### src/common/ecsi_params.svh
// Offsets, field positions and reset values of the event channel status block.
`ifndef ECSI_PARAMS_SVH
`define ECSI_PARAMS_SVH

`define ECSI_ADDR_W            8
`define ECSI_NUM_CH            6
`define ECSI_OFS_STATE         8'h0c
`define ECSI_OFS_ENCLR         8'h10
`define ECSI_OFS_ENSET         8'h14
`define ECSI_OFS_FLAGS         8'h18
`define ECSI_HI_LSB            8
`define ECSI_LO_LSB            0
`define ECSI_RST_ENABLE        6'h00
`define ECSI_RST_FLAGS         6'h00
`define ECSI_RST_READY         6'h3f
`define ECSI_RST_BUSY          6'h00

`endif

### src/common/ecsi_pkg.sv
// Types shared by the event channel status block.
package ecsi_pkg;

    typedef logic [5:0] ecsi_ch_t;

    // Register bus request from software.
    typedef struct packed {
        logic [7:0]  addr;
        logic [31:0] wdata;
        logic        wr;
        logic        rd;
    } ecsi_req_s;

    // Per-channel activity from the channel logic.
    typedef struct packed {
        ecsi_ch_t busy;
        ecsi_ch_t ready;
        ecsi_ch_t event_seen;
        ecsi_ch_t overrun;
        ecsi_ch_t async_path;
    } ecsi_chan_s;

    // Whole state of the block.
    typedef struct packed {
        ecsi_ch_t    evd_en;
        ecsi_ch_t    ovr_en;
        ecsi_ch_t    event_detected;
        ecsi_ch_t    channel_overrun;
        ecsi_ch_t    channel_busy;
        ecsi_ch_t    users_ready;
        logic [31:0] rdata;
        logic        irq;
    } ecsi_state_s;

endpackage

### src/logic/ecsi_event_channel_status_irq.sv
// Channel status, interrupt enables and interrupt flags of the event router.
//
// Strobed register access was decided locally.
`timescale 1ns/1ps
`default_nettype none
`include "ecsi_params.svh"

// Contract
// - Busy bit per channel set while an event is unhandled, clear when idle.
// - User-ready bit reads one only when all connected users are ready.
// - Unused register bits read zero; software writes zeros there.
// - Writing one to enable-clear disables that source; zero does nothing.
// - Writing one to enable-set enables that source; zero does nothing.
// - Enable-set and enable-clear are two views of one enable set.
// - Event-detected flag sets the cycle after an event passes the channel.
// - Interrupt raised when any flag is set with its enable one.
// - Overrun flag sets the cycle after an overrun condition.
// - Asynchronous-path channels never set event-detected or overrun flags.
// - Writing one to a flag clears it; zero has no effect.
module ecsi_event_channel_status_irq
#(
    parameter int NUM_CH = `ECSI_NUM_CH
)
(
    // Clock and reset.
    input  wire logic                sys_clk_i,
    input  wire logic                sys_rst_i,
    // Register bus.
    input  wire ecsi_pkg::ecsi_req_s bus_req_i,
    output var  logic [31:0]         bus_rdata_o,
    // Channel logic.
    input  wire ecsi_pkg::ecsi_chan_s chan_i,
    // Interrupt request.
    output var  logic                irq_o
);
    import ecsi_pkg::*;

    // The bit maps are fixed at six channels wide.
    if (NUM_CH != `ECSI_NUM_CH)
    begin : g_bad_ch
        $error("NUM_CH must be six");
    end

    ecsi_state_s st_r;
    ecsi_state_s st_nxt;
    ecsi_ch_t    evd_set;
    ecsi_ch_t    ovr_set;
    ecsi_ch_t    wr_hi;
    ecsi_ch_t    wr_lo;
    logic        wr_clr;
    logic        wr_set;
    logic        wr_flg;

    always_comb
    begin
        st_nxt = st_r;
        wr_hi  = bus_req_i.wdata[`ECSI_HI_LSB +: 6];
        wr_lo  = bus_req_i.wdata[`ECSI_LO_LSB +: 6];
        wr_clr = 1'b0;
        wr_set = 1'b0;
        wr_flg = 1'b0;
        if (bus_req_i.wr && bus_req_i.addr == `ECSI_OFS_ENCLR)
        begin
            wr_clr = 1'b1;
        end
        else if (bus_req_i.wr && bus_req_i.addr == `ECSI_OFS_ENSET)
        begin
            wr_set = 1'b1;
        end
        else if (bus_req_i.wr && bus_req_i.addr == `ECSI_OFS_FLAGS)
        begin
            wr_flg = 1'b1;
        end

        st_nxt.channel_busy = chan_i.busy;
        st_nxt.users_ready  = chan_i.ready;

        if (wr_clr)
        begin
            st_nxt.evd_en = st_r.evd_en & ~wr_hi;
            st_nxt.ovr_en = st_r.ovr_en & ~wr_lo;
        end
        if (wr_set)
        begin
            st_nxt.evd_en = st_r.evd_en | wr_hi;
            st_nxt.ovr_en = st_r.ovr_en | wr_lo;
        end

        evd_set = chan_i.event_seen & ~chan_i.async_path;
        ovr_set = chan_i.overrun & ~chan_i.async_path;
        if (wr_flg)
        begin
            st_nxt.event_detected  = st_r.event_detected & ~wr_hi;
            st_nxt.channel_overrun = st_r.channel_overrun & ~wr_lo;
        end
        // A new event in the clearing cycle wins, so nothing is lost.
        // event detected and overrun set
        st_nxt.event_detected = st_nxt.event_detected | evd_set;
        st_nxt.channel_overrun = st_nxt.channel_overrun | ovr_set;

        st_nxt.irq = |{st_nxt.event_detected & st_nxt.evd_en,
                       st_nxt.channel_overrun & st_nxt.ovr_en};

        // Read data stand only in the cycle after the strobe.
        st_nxt.rdata = 32'h0000_0000;
        if (bus_req_i.rd)
        begin
            if (bus_req_i.addr == `ECSI_OFS_STATE)
            begin
                st_nxt.rdata = {18'h0_0000, st_r.channel_busy,
                                2'h0, st_r.users_ready};
            end
            else if (bus_req_i.addr == `ECSI_OFS_ENCLR ||
                     bus_req_i.addr == `ECSI_OFS_ENSET)
            begin
                st_nxt.rdata = {18'h0_0000, st_r.evd_en,
                                2'h0, st_r.ovr_en};
            end
            else if (bus_req_i.addr == `ECSI_OFS_FLAGS)
            begin
                st_nxt.rdata = {18'h0_0000, st_r.event_detected,
                                2'h0, st_r.channel_overrun};
            end
        end
    end

    always_ff @(posedge sys_clk_i or posedge sys_rst_i)
    begin
        if (sys_rst_i)
        begin
            st_r.evd_en          <= `ECSI_RST_ENABLE;
            st_r.ovr_en          <= `ECSI_RST_ENABLE;
            st_r.event_detected  <= `ECSI_RST_FLAGS;
            st_r.channel_overrun <= `ECSI_RST_FLAGS;
            st_r.channel_busy    <= `ECSI_RST_BUSY;
            st_r.users_ready     <= `ECSI_RST_READY;
            st_r.rdata           <= 32'h0000_0000;
            st_r.irq             <= 1'b0;
        end
        else
        begin
            st_r <= st_nxt;
        end
    end

    assign bus_rdata_o = st_r.rdata;
    assign irq_o       = st_r.irq;

endmodule
`default_nettype wire

### config.mk
export PLATFORM = sky130hd
export DESIGN_NAME = ecsi_event_channel_status_irq
export DESIGN_NICKNAME = d
export VERILOG_FILES = /design/src/common/ecsi_pkg.sv /design/src/logic/ecsi_event_channel_status_irq.sv
export VERILOG_INCLUDE_DIRS = /design/src /design/src/common
export SDC_FILE = /design/constraint.sdc
export NUM_CORES = 1
export LEC_CHECK = 0
export BUFFER_PORTS_ARGS = -buffer_cell sky130_fd_sc_hd__buf_2
export CAP_MARGIN = 10
export CORE_MARGIN = 8
export CORE_UTILIZATION = 51
export DETAILED_ROUTE_END_ITERATION = 6
export PLACE_DENSITY = 0.85
export SETUP_SLACK_MARGIN = 0.3
export SKIP_CTS_REPAIR_TIMING = 1
export SYNTH_ARGS = -nofsm -noshare
export SYNTH_HDL_FRONTEND = slang
export SYNTH_SLANG_ARGS = --single-unit
### constraint.sdc
create_clock -name sys_clk_i -period 4.2 [get_ports sys_clk_i]
set_clock_uncertainty 0.05 [all_clocks]
set_input_delay 0.63 -clock sys_clk_i [delete_from_list [all_inputs] [get_ports sys_clk_i]]
set_output_delay 0.63 -clock sys_clk_i [all_outputs]
set_load 0.01 [all_outputs]
==> results of run 1 <==
layer usage:
metal  vias up  routed length, um
li1        860                  -
met1       934               2240
met2       109               2970
met3         8                591
met4         0                 95
met5         -                  0
area by class of cell:
class | instances | area, um2
inverters | 7 | 26.3
multi-input cells | 139 | 917
well taps | 54 | 67.6
flip-flops and latches | 49 | 1230
fillers | 409 | 1920
clock buffers | 6 | 82.6
repair buffers | 68 | 345
clock inverters | 2 | 37.5
worst reg2reg max path: cells and delay by family, from the launching register on:
family           cells  cell delay [ns]
AO/OA/AOI/OAI        3             0.68
flip-flops           1             0.40
AND/OR/NAND/NOR      1             0.16
cells in the mapped netlist, types with 2 or more instances:
cell type	n
a22o_1	4
a222oi_1	12
nor2b_1	12
buf_4	33
dfstp_2	6
nor2_1	2
a22oi_1	8
mux2_2	6
clkbuf_1	6
nand2_1	22
nand4_1	5
nand3_1	4
dfrtp_1	43
o31ai_1	6
and2_1	3
or4_1	3
o41ai_1	8
o21ai_1	2
nand2b_1	5
nor3_1	5
or4_2	4
inv_1	7
buf_6	2
a2111oi_2	2
worst paths after layout:
check                                            end  cells past startpoint  slack [ns]
setup / recovery            bus_rdata_o[4]$_DFF_PP0_                      6        1.48
hold / removal                    st_r[35]$_DFF_PP1_                      1        0.36
setup reg to reg                     irq_o$_DFF_PP0_                      4        2.78
hold reg to reg            bus_rdata_o[10]$_DFF_PP0_                      2        0.47
max in group asynchronous   bus_rdata_o[3]$_DFF_PP0_                      2        2.99
min in group asynchronous         st_r[64]$_DFF_PP0_                      2        0.49
power groups by stage:
stage	clock, mW	sequential (mW)	combinational [mW]
after floorplan	0	0.504	0.0690
final	0.352	0.495	0.0995
after CTS	0.359	0.495	0.0991
after detailed placement	0	0.504	0.0986
after global routing	0.378	0.496	0.109
after global placement	0	0.503	0.0965
flip-flops by register name, summed over array words and instances, names as in the netlist:
name         cells
irq_o            1
bus_rdata_o     12
st_r            36
cells by family after synthesis:
| group | Yosys count | share of synthesized area |
|---|---|---|
| other | 1 | 0.00155 |
| AND/OR/NAND/NOR | 71 | 0.167 |
| AO/OA/AOI/OAI | 42 | 0.153 |
| flip-flops | 49 | 0.511 |
| buffers and inverters | 49 | 0.138 |
| multiplexers | 6 | 0.0280 |
per-stage QoR:
stage / cells / hold slack (ns) / instance area [um2] / setup slack [ns]
4_1_cts: 325 / 0.357 / 2710 / 1.55
6_report: 325 / 0.365 / 2710 / 1.48
3_3_place_gp: 317 / 0.446 / 2590 / 1.21
5_1_grt: 325 / 0.353 / 2710 / 1.38
2_1_floorplan: 237 / 0.430 / 2480 / 1.73
3_5_place_dp: 317 / 0.454 / 2590 / 1.22
==> impl_metrics.ini, run 1 <==
[pwr]
power_density_mw_per_mm2 = 349
p_seq_frac = 0.523
combPwrFrac = 0.105
netSwitchingPower_mw = 0.225
switching_share = 0.238
pwr-share-clk = 0.372
p_int_mw = 0.721
irDropWorstVdd_uv = 134
p_leak_nw = 1.31
power_mw = 0.946

[clocking]
htree_levels = 2
clk_pin_slew_ns = 0.09
cts.path.max_buffers = 2
cts_sinks = 49
numCtsBuffers = 5
clk_root_buffer_cell = clkbuf_8
cts_tree = done
clock_latency_ns = 0.30

[floorplanning]
die_w_um = 84.8
start_util = 0.521
design.core.area_mm2 = 0.00463
pin_count = 107
die_area_mm2 = 0.00719
row_count = 25
die_h_um = 84.8

[drt]
first_iter_violations = 210
vias_per_cell = 5.88
drcViolationCount = 0
wire_per_inst_um = 18.2
ant_nets = 0
vias = 1911
drt-pass1-iter-count = 7
routed_wl_mm = 5.90

[worst_setup_path]
critPathKind = in2reg
critPathTopFamily = simple AND/OR/NAND/NOR gates
rr_startpoint = st_r[65]$_DFF_PP0_
slowest_stage = nor3_1
critPathLaunch = bus_req_i[41]
cp_slowest_stage_delay_ns = 0.94
crit_fanout = 25
worstPathRequired_ns = 4.38
critical_path.endpoint_type = flip-flop
path_cells = buf_2, or3_1, nor3_1, buf_4, a222oi_1, nor2b_1
cp-start-kind = input pin
crit_arrival_ns = 2.91
cp_num_buf_inv = 2

[grt]
grt_util_met2 = 0.279
antenna_found_initial = 0
globalRouteOverflowTotal = 0
use_met1 = 0.184
grt.busiest_layer = met2
grt_pass1_wl_mm = 9.23
grt_usage = 0.161
grt_max_degree = 50
grt_pass1_vias = 1967
met3_usage = 0.0429

[synthesis]
ys.flop_type = dfrtp_1
ys_types = 32
mappedNetlistArea_mm2 = 0.00241
yosys_warnings = 0
synth_area_leaders = dfrtp_1 (45%), buf_4 (10%), dfstp_2 (6.5%)
avgSynthCellArea_um2 = 11.1
synth_edf_count = 0
synthArstFlopShare = 1.00
ys_seq_elements = 49
synth_top_area_share = 0.446
ys_seq_area_frac = 0.511
synthCells = 218
yosys.area.top_type = dfrtp_1

[min_path]
hold_class = in2reg
hp-start = chan_i[20]

[layout]
drive_gt1_frac = 0.362
layout_common_cells = buf_2 (66), dfrtp_1 (43), nand2_1 (22), conb_1 (20)
final_common_cell = buf_2
fin_util = 0.585
fin_nets = 344
antennaDiodeCount = 0
syn_to_final_growth_pct = 12.3

[placed_design]
gp_congestion = 0.858
dp_hpwl_mm = 4.35
portBuffers = 66

[timing]
drv_slew = 0
setup_viol = 0
finalHoldViolCount = 0
slew_headroom = 0.318
tns_ns = 0
max_freq_mhz = 367
tightestPinTransition_ns = 1.02
fin_crit_ns = 2.72
rsz0062_at_grt = no
period_share = 0.648

[run_status]
status = completed

[job]
cap_violations = 0
Note: power is estimated with default switching activity, not from simulation.
==> run 2, diff against run 1 <==
--- a/config.mk
+++ b/config.mk
@@ -9,9 +9,9 @@
 export BUFFER_PORTS_ARGS = -buffer_cell sky130_fd_sc_hd__buf_2
 export CAP_MARGIN = 10
 export CORE_MARGIN = 8
-export CORE_UTILIZATION = 51
+export CORE_UTILIZATION = 42
 export DETAILED_ROUTE_END_ITERATION = 6
-export PLACE_DENSITY = 0.85
+export PLACE_DENSITY = 0.75
 export SETUP_SLACK_MARGIN = 0.3
 export SKIP_CTS_REPAIR_TIMING = 1
 export SYNTH_ARGS = -nofsm -noshare
==> constraint.sdc (replaced) <==
create_clock -name sys_clk_i -period 2.4 [get_ports sys_clk_i]
set_clock_uncertainty 0.05 [all_clocks]
set_input_delay 0.36 -clock sys_clk_i [delete_from_list [all_inputs] [get_ports sys_clk_i]]
set_output_delay 0.36 -clock sys_clk_i [all_outputs]
set_load 0.01 [all_outputs]
==> run 2 against run 1 <==
- sequential power grew 75%
- register-to-register slack lost 1.7 ns
- utilization shrank 4.2 points
- via count is 0.84% higher
- sequential share of layout area is 4.5 points lower
- worst hold slack got worse by 0.28 ns
- design area rose by 11%
- combinational power is 110% higher
- power is 76% higher
- critical endpoint is now irq_o$_DFF_PP0_
- largest power group unchanged
==> impl_metrics.ini, run 2 (same netlist as run 1, synthesis figures left out) <==
[timing]
fin_ws_ns = 0.323
max_freq_mhz = 481
finalHoldViolCount = 0
drv_slew = 0
fin_crit_ns = 2.08
rsz0062_at_grt = yes
period_share = 0.866
setup_viol = 0

[drt]
ant_nets = 0
wire_per_inst_um = 17.4
first_iter_violations = 110
vias = 1927
drcViolationCount = 0
routed_wl_mm = 6.25
vias_per_cell = 5.35
drt-pass1-iter-count = 4

[floorplanning]
die_h_um = 91.8
die_w_um = 91.8
pin_count = 107
row_count = 27
start_util = 0.436
design.core.area_mm2 = 0.00554
die_area_mm2 = 0.00843

[clocking]
cts_tree = done
clock_latency_ns = 0.31
numCtsBuffers = 5
clk_pin_slew_ns = 0.09
cts.path.max_buffers = 2
clk_root_buffer_cell = clkbuf_8
htree_levels = 2
cts_sinks = 49

[pwr]
power_mw = 1.67
combPwrFrac = 0.125
p_seq_frac = 0.520
netSwitchingPower_mw = 0.413
irDropWorstVdd_uv = 248
power_density_mw_per_mm2 = 554
switching_share = 0.247
p_int_mw = 1.25
pwr-share-clk = 0.355
p_leak_nw = 1.48

[min_path]
hp-start = chan_i[20]
hold_class = in2reg

[layout]
fillers = 507
largest_reg_flops = 36
antennaDiodeCount = 0
syn_to_final_growth_pct = 24.7
finalNonFillerCells = 360
max_flop_register = st_r
layout_common_cells = buf_2 (66), dfrtp_1 (43), nand2_1 (22), conb_1 (20), buf_4 (16)
fin_nets = 361
drive_gt1_frac = 0.441
final_common_cell = buf_2

[worst_setup_path]
crit_arrival_ns = 2.20
crit_fanout = 5
slowest_stage = or4b_4
worstPathRequired_ns = 2.52
rr_startpoint = st_r[65]$_DFF_PP0_
path_cells = buf_2, or4b_4, buf_4, nor3_4, mux2_4, a2111oi_4, nand4_1
critical_path.endpoint_type = flip-flop
critPathKind = in2reg
cp_slowest_stage_delay_ns = 0.58
cp-start-kind = input pin
critPathLaunch = bus_req_i[34]

[placed_design]
place_ws_ns = -0.0244
dp_cells = 350
gp_congestion = 0.823
portBuffers = 66
dp_hpwl_mm = 4.75

[grt]
grt_pass1_vias = 2053
globalRouteOverflowTotal = 0
grt_usage = 0.150
antenna_found_initial = 0
grt_max_degree = 26
grt_pass1_wl_mm = 10.1

[job]
cap_violations = 0

[run_status]
status = completed
## run 2: worst paths after layout
kind	to	slack [ns]	cells after the start
setup reg to reg	irq_o$_DFF_PP0_	1.03	4
setup / recovery	irq_o$_DFF_PP0_	0.32	7
hold reg to reg	st_r[45]$_DFF_PP0_	0.49	1
min in group asynchronous	st_r[40]$_DFF_PP0_	0.46	3
hold / removal	st_r[35]$_DFF_PP1_	0.09	1
max in group asynchronous	st_r[33]$_DFF_PP1_	1.24	4
## run 2: per-layer routing
layer  vias up  track usage  share of wire  routed length (um)
met2        87        0.254           0.51                3190
li1        893            -              -                   -
met5         -            0              0                   0
met1       939        0.171           0.39                2420
met4         0       0.0443          0.012                  75
met3         8       0.0587          0.090                 561
## run 2: power groups by stage
| stage | clock network, mW | logic (mW) | registers (mW) |
|---|---|---|---|
| after floorplan | 0 | 0.135 | 0.882 |
| after global placement | 0 | 0.198 | 0.881 |
| after detailed placement | 0 | 0.201 | 0.882 |
| after CTS | 0.601 | 0.202 | 0.866 |
| after global routing | 0.648 | 0.232 | 0.871 |
| final | 0.592 | 0.209 | 0.867 |
## run 2: critical path, delay by kind of cell
kind | cells | cell delay (ns)
multiplexers | 1 | 0.34
AO/OA/AOI/OAI | 1 | 0.32
AND/OR/NAND/NOR | 3 | 0.86
buffers and inverters | 2 | 0.32
## run 2: metrics by stage
stage / setup TNS (ns) / hold slack, ns / cell area, um2 / utilization
3_5_place_dp: -0.0244 / 0.258 / 2850 / 0.514
4_1_cts: 0 / -0.0778 / 2960 / 0.535
5_1_grt: 0 / 0.0692 / 3010 / 0.543
2_1_floorplan: 0 / 0.314 / 2600 / -
6_report: 0 / 0.0885 / 3010 / 0.543
3_3_place_gp: 0 / 0.259 / 2850 / 0.514
## run 2: layout make-up
cell class	count	area, um2	share of cell area
multi-input cells	140	1060	0.354
clock buffers	5	68.8	0.0229
repair buffers	84	480	0.160
flip-flops and latches	49	1230	0.410
well taps	72	90.1	0.0299
clock inverters	3	46.3	0.0154
inverters	7	26.3	0.00873
==> run 3, diff against run 2 <==
--- a/config.mk
+++ b/config.mk
@@ -9,10 +9,10 @@
 export BUFFER_PORTS_ARGS = -buffer_cell sky130_fd_sc_hd__buf_2
 export CAP_MARGIN = 10
 export CORE_MARGIN = 8
-export CORE_UTILIZATION = 42
+export CORE_UTILIZATION = 47
 export DETAILED_ROUTE_END_ITERATION = 6
-export PLACE_DENSITY = 0.75
-export SETUP_SLACK_MARGIN = 0.3
+export PLACE_DENSITY = 0.8
+export SETUP_SLACK_MARGIN = 0.1
 export SKIP_CTS_REPAIR_TIMING = 1
 export SYNTH_ARGS = -nofsm -noshare
 export SYNTH_HDL_FRONTEND = slang
==> constraint.sdc (replaced) <==
create_clock -name sys_clk_i -period 2.32 [get_ports sys_clk_i]
set_clock_uncertainty 0.05 [all_clocks]
set_input_delay 0.348 -clock sys_clk_i [delete_from_list [all_inputs] [get_ports sys_clk_i]]
set_output_delay 0.348 -clock sys_clk_i [all_outputs]
set_load 0.01 [all_outputs]
==> run 3 against run 2 <==
- sequential share of layout area increased by 2.6 points
- non-clock buffer count down 1
- cell count is 1.1% lower
- combinational power fell by 6%
- power is 5.0% lower
- critical endpoint unchanged
- largest power group unchanged
==> impl_metrics.ini, run 3 (same netlist as run 1, synthesis figures left out) <==
[run_status]
status = completed

[pwr]
power_mw = 1.58
irDropWorstVdd_uv = 401
p_leak_nw = 1.38
power_density_mw_per_mm2 = 560

[layout]
fin_nets = 359
final_common_cell = buf_2
regArea_mm2 = 0.00123
max_flop_register = st_r
layout_common_cells = buf_2 (66), dfrtp_1 (43), nand2_1 (22), conb_1 (20), buf_4 (15)
largest_reg_flops = 36
syn_to_final_growth_pct = 17.3
antennaDiodeCount = 0
drive_gt1_frac = 0.392
multi_input_area_um2 = 917
fillers = 457

[grt]
antenna_found_initial = 0
globalRouteOverflowTotal = 0
grt_pass1_vias = 2006
grt_pass1_wl_mm = 9.56
grt_max_degree = 27
grt_usage = 0.162

[worst_setup_path]
r2r_end = irq_o$_DFF_PP0_
crit_fanout = 25
cp-start-kind = input pin
critical_path.endpoint_type = flip-flop
reg2reg_depth = 4
critPathKind = in2reg
rr_startpoint = st_r[48]$_DFF_PP0_
worstPathRequired_ns = 2.44
r2r_setup_slack_ns = 0.97
crit_arrival_ns = 2.17

[clocking]
clk_pin_slew_ns = 0.09
numCtsBuffers = 5
clock_latency_ns = 0.30
htree_levels = 2
cts.path.max_buffers = 2
clk_root_buffer_cell = clkbuf_8
cts_tree = done
cts_sinks = 49

[floorplanning]
pin_count = 107
die_area_mm2 = 0.00768
design.core.area_mm2 = 0.00504
die_h_um = 87.7
row_count = 26
start_util = 0.479
die_w_um = 87.7

[timing]
drv_slew = 0
max_freq_mhz = 486
finalHoldViolCount = 0
tightestPinTransition_ns = 0.552
slew_headroom = 0.631
period_share = 0.886
rsz0062_at_grt = no
worst_hold_slack_ns = 0.0324
setup_viol = 0
fin_crit_ns = 2.06
fin_ws_ns = 0.263

[placed_design]
place_ws_ns = -0.0421
portBuffers = 66
gp_congestion = 0.855
dp_hpwl_mm = 4.74

[drt]
first_iter_violations = 151
ant_nets = 0
vias = 1927
drcViolationCount = 0
wire_per_inst_um = 17.3
routed_wl_mm = 6.17
drt-pass1-iter-count = 5
vias_per_cell = 5.41

[job]
cap_violations = 0

[min_path]
hold_class = in2async
run 3: changes by cell type in the layout (fill, tap and decap cells not counted), sizes merged:
| cell | change |
|---|---|
| bufinv | -1 |
| clkbuf | +1 |
| clkinv | +1 |
| clkinvlp | -1 |
| dlygate4sd3 | -1 |
| or4b | -1 |
run 3: worst max-delay path by stage:
stage	start	endpoint	slack (ns)	cells after the start
4_1_cts	bus_req_i[41]	irq_o$_DFF_PP0_	0.27	7
3_3_place_gp	bus_req_i[35]	irq_o$_DFF_PP0_	-0.002	6
5_1_grt	bus_req_i[41]	irq_o$_DFF_PP0_	0.12	7
3_5_place_dp	bus_req_i[41]	irq_o$_DFF_PP0_	-0.04	7
2_1_floorplan	bus_req_i[35]	irq_o$_DFF_PP0_	0.14	6
6_report	bus_req_i[41]	irq_o$_DFF_PP0_	0.26	7
run 3: layout make-up:
| type | count | share of cell area |
|---|---|---|
| clock buffers | 6 | 0.0256 |
| clock inverters | 2 | 0.00354 |
| repair buffers | 83 | 0.171 |
| inverters | 7 | 0.00928 |
| flip-flops and latches | 49 | 0.436 |
| multi-input cells | 139 | 0.324 |
| well taps | 70 | 0.0309 |
run 3: metrics by stage:
stage                     instances   util  TNS [ns]  area (um2)
after global placement          348  0.545  -0.00204        2750
after global routing            356  0.561         0        2830
final                           356  0.561         0        2830
after floorplan                 237      -         0        2480
after CTS                       356  0.561         0        2830
after detailed placement        348  0.545   -0.0421        2750
run 3: report_power, final:
group	total [mW]	switching [mW]	internal, mW
sequential	0.898	0.0131	0.885
clock	0.490	0.281	0.210
combinational	0.196	0.113	0.0828
run 3: per-layer routing:
| layer | GRT usage | wire length (um) |
|---|---|---|
| met4 | 0.0641 | 77 |
| met5 | 0 | 0 |
| met1 | 0.204 | 2570 |
| met3 | 0.0263 | 444 |
| met2 | 0.271 | 3080 |
run 3: critical path, stage by stage:
cell and delay [ns]:
buf_2 0.10, or3_1 0.41, buf_12 0.18, o41ai_1 0.47, a22oi_1 0.17, a2111oi_2 0.37, nand4_1 0.12
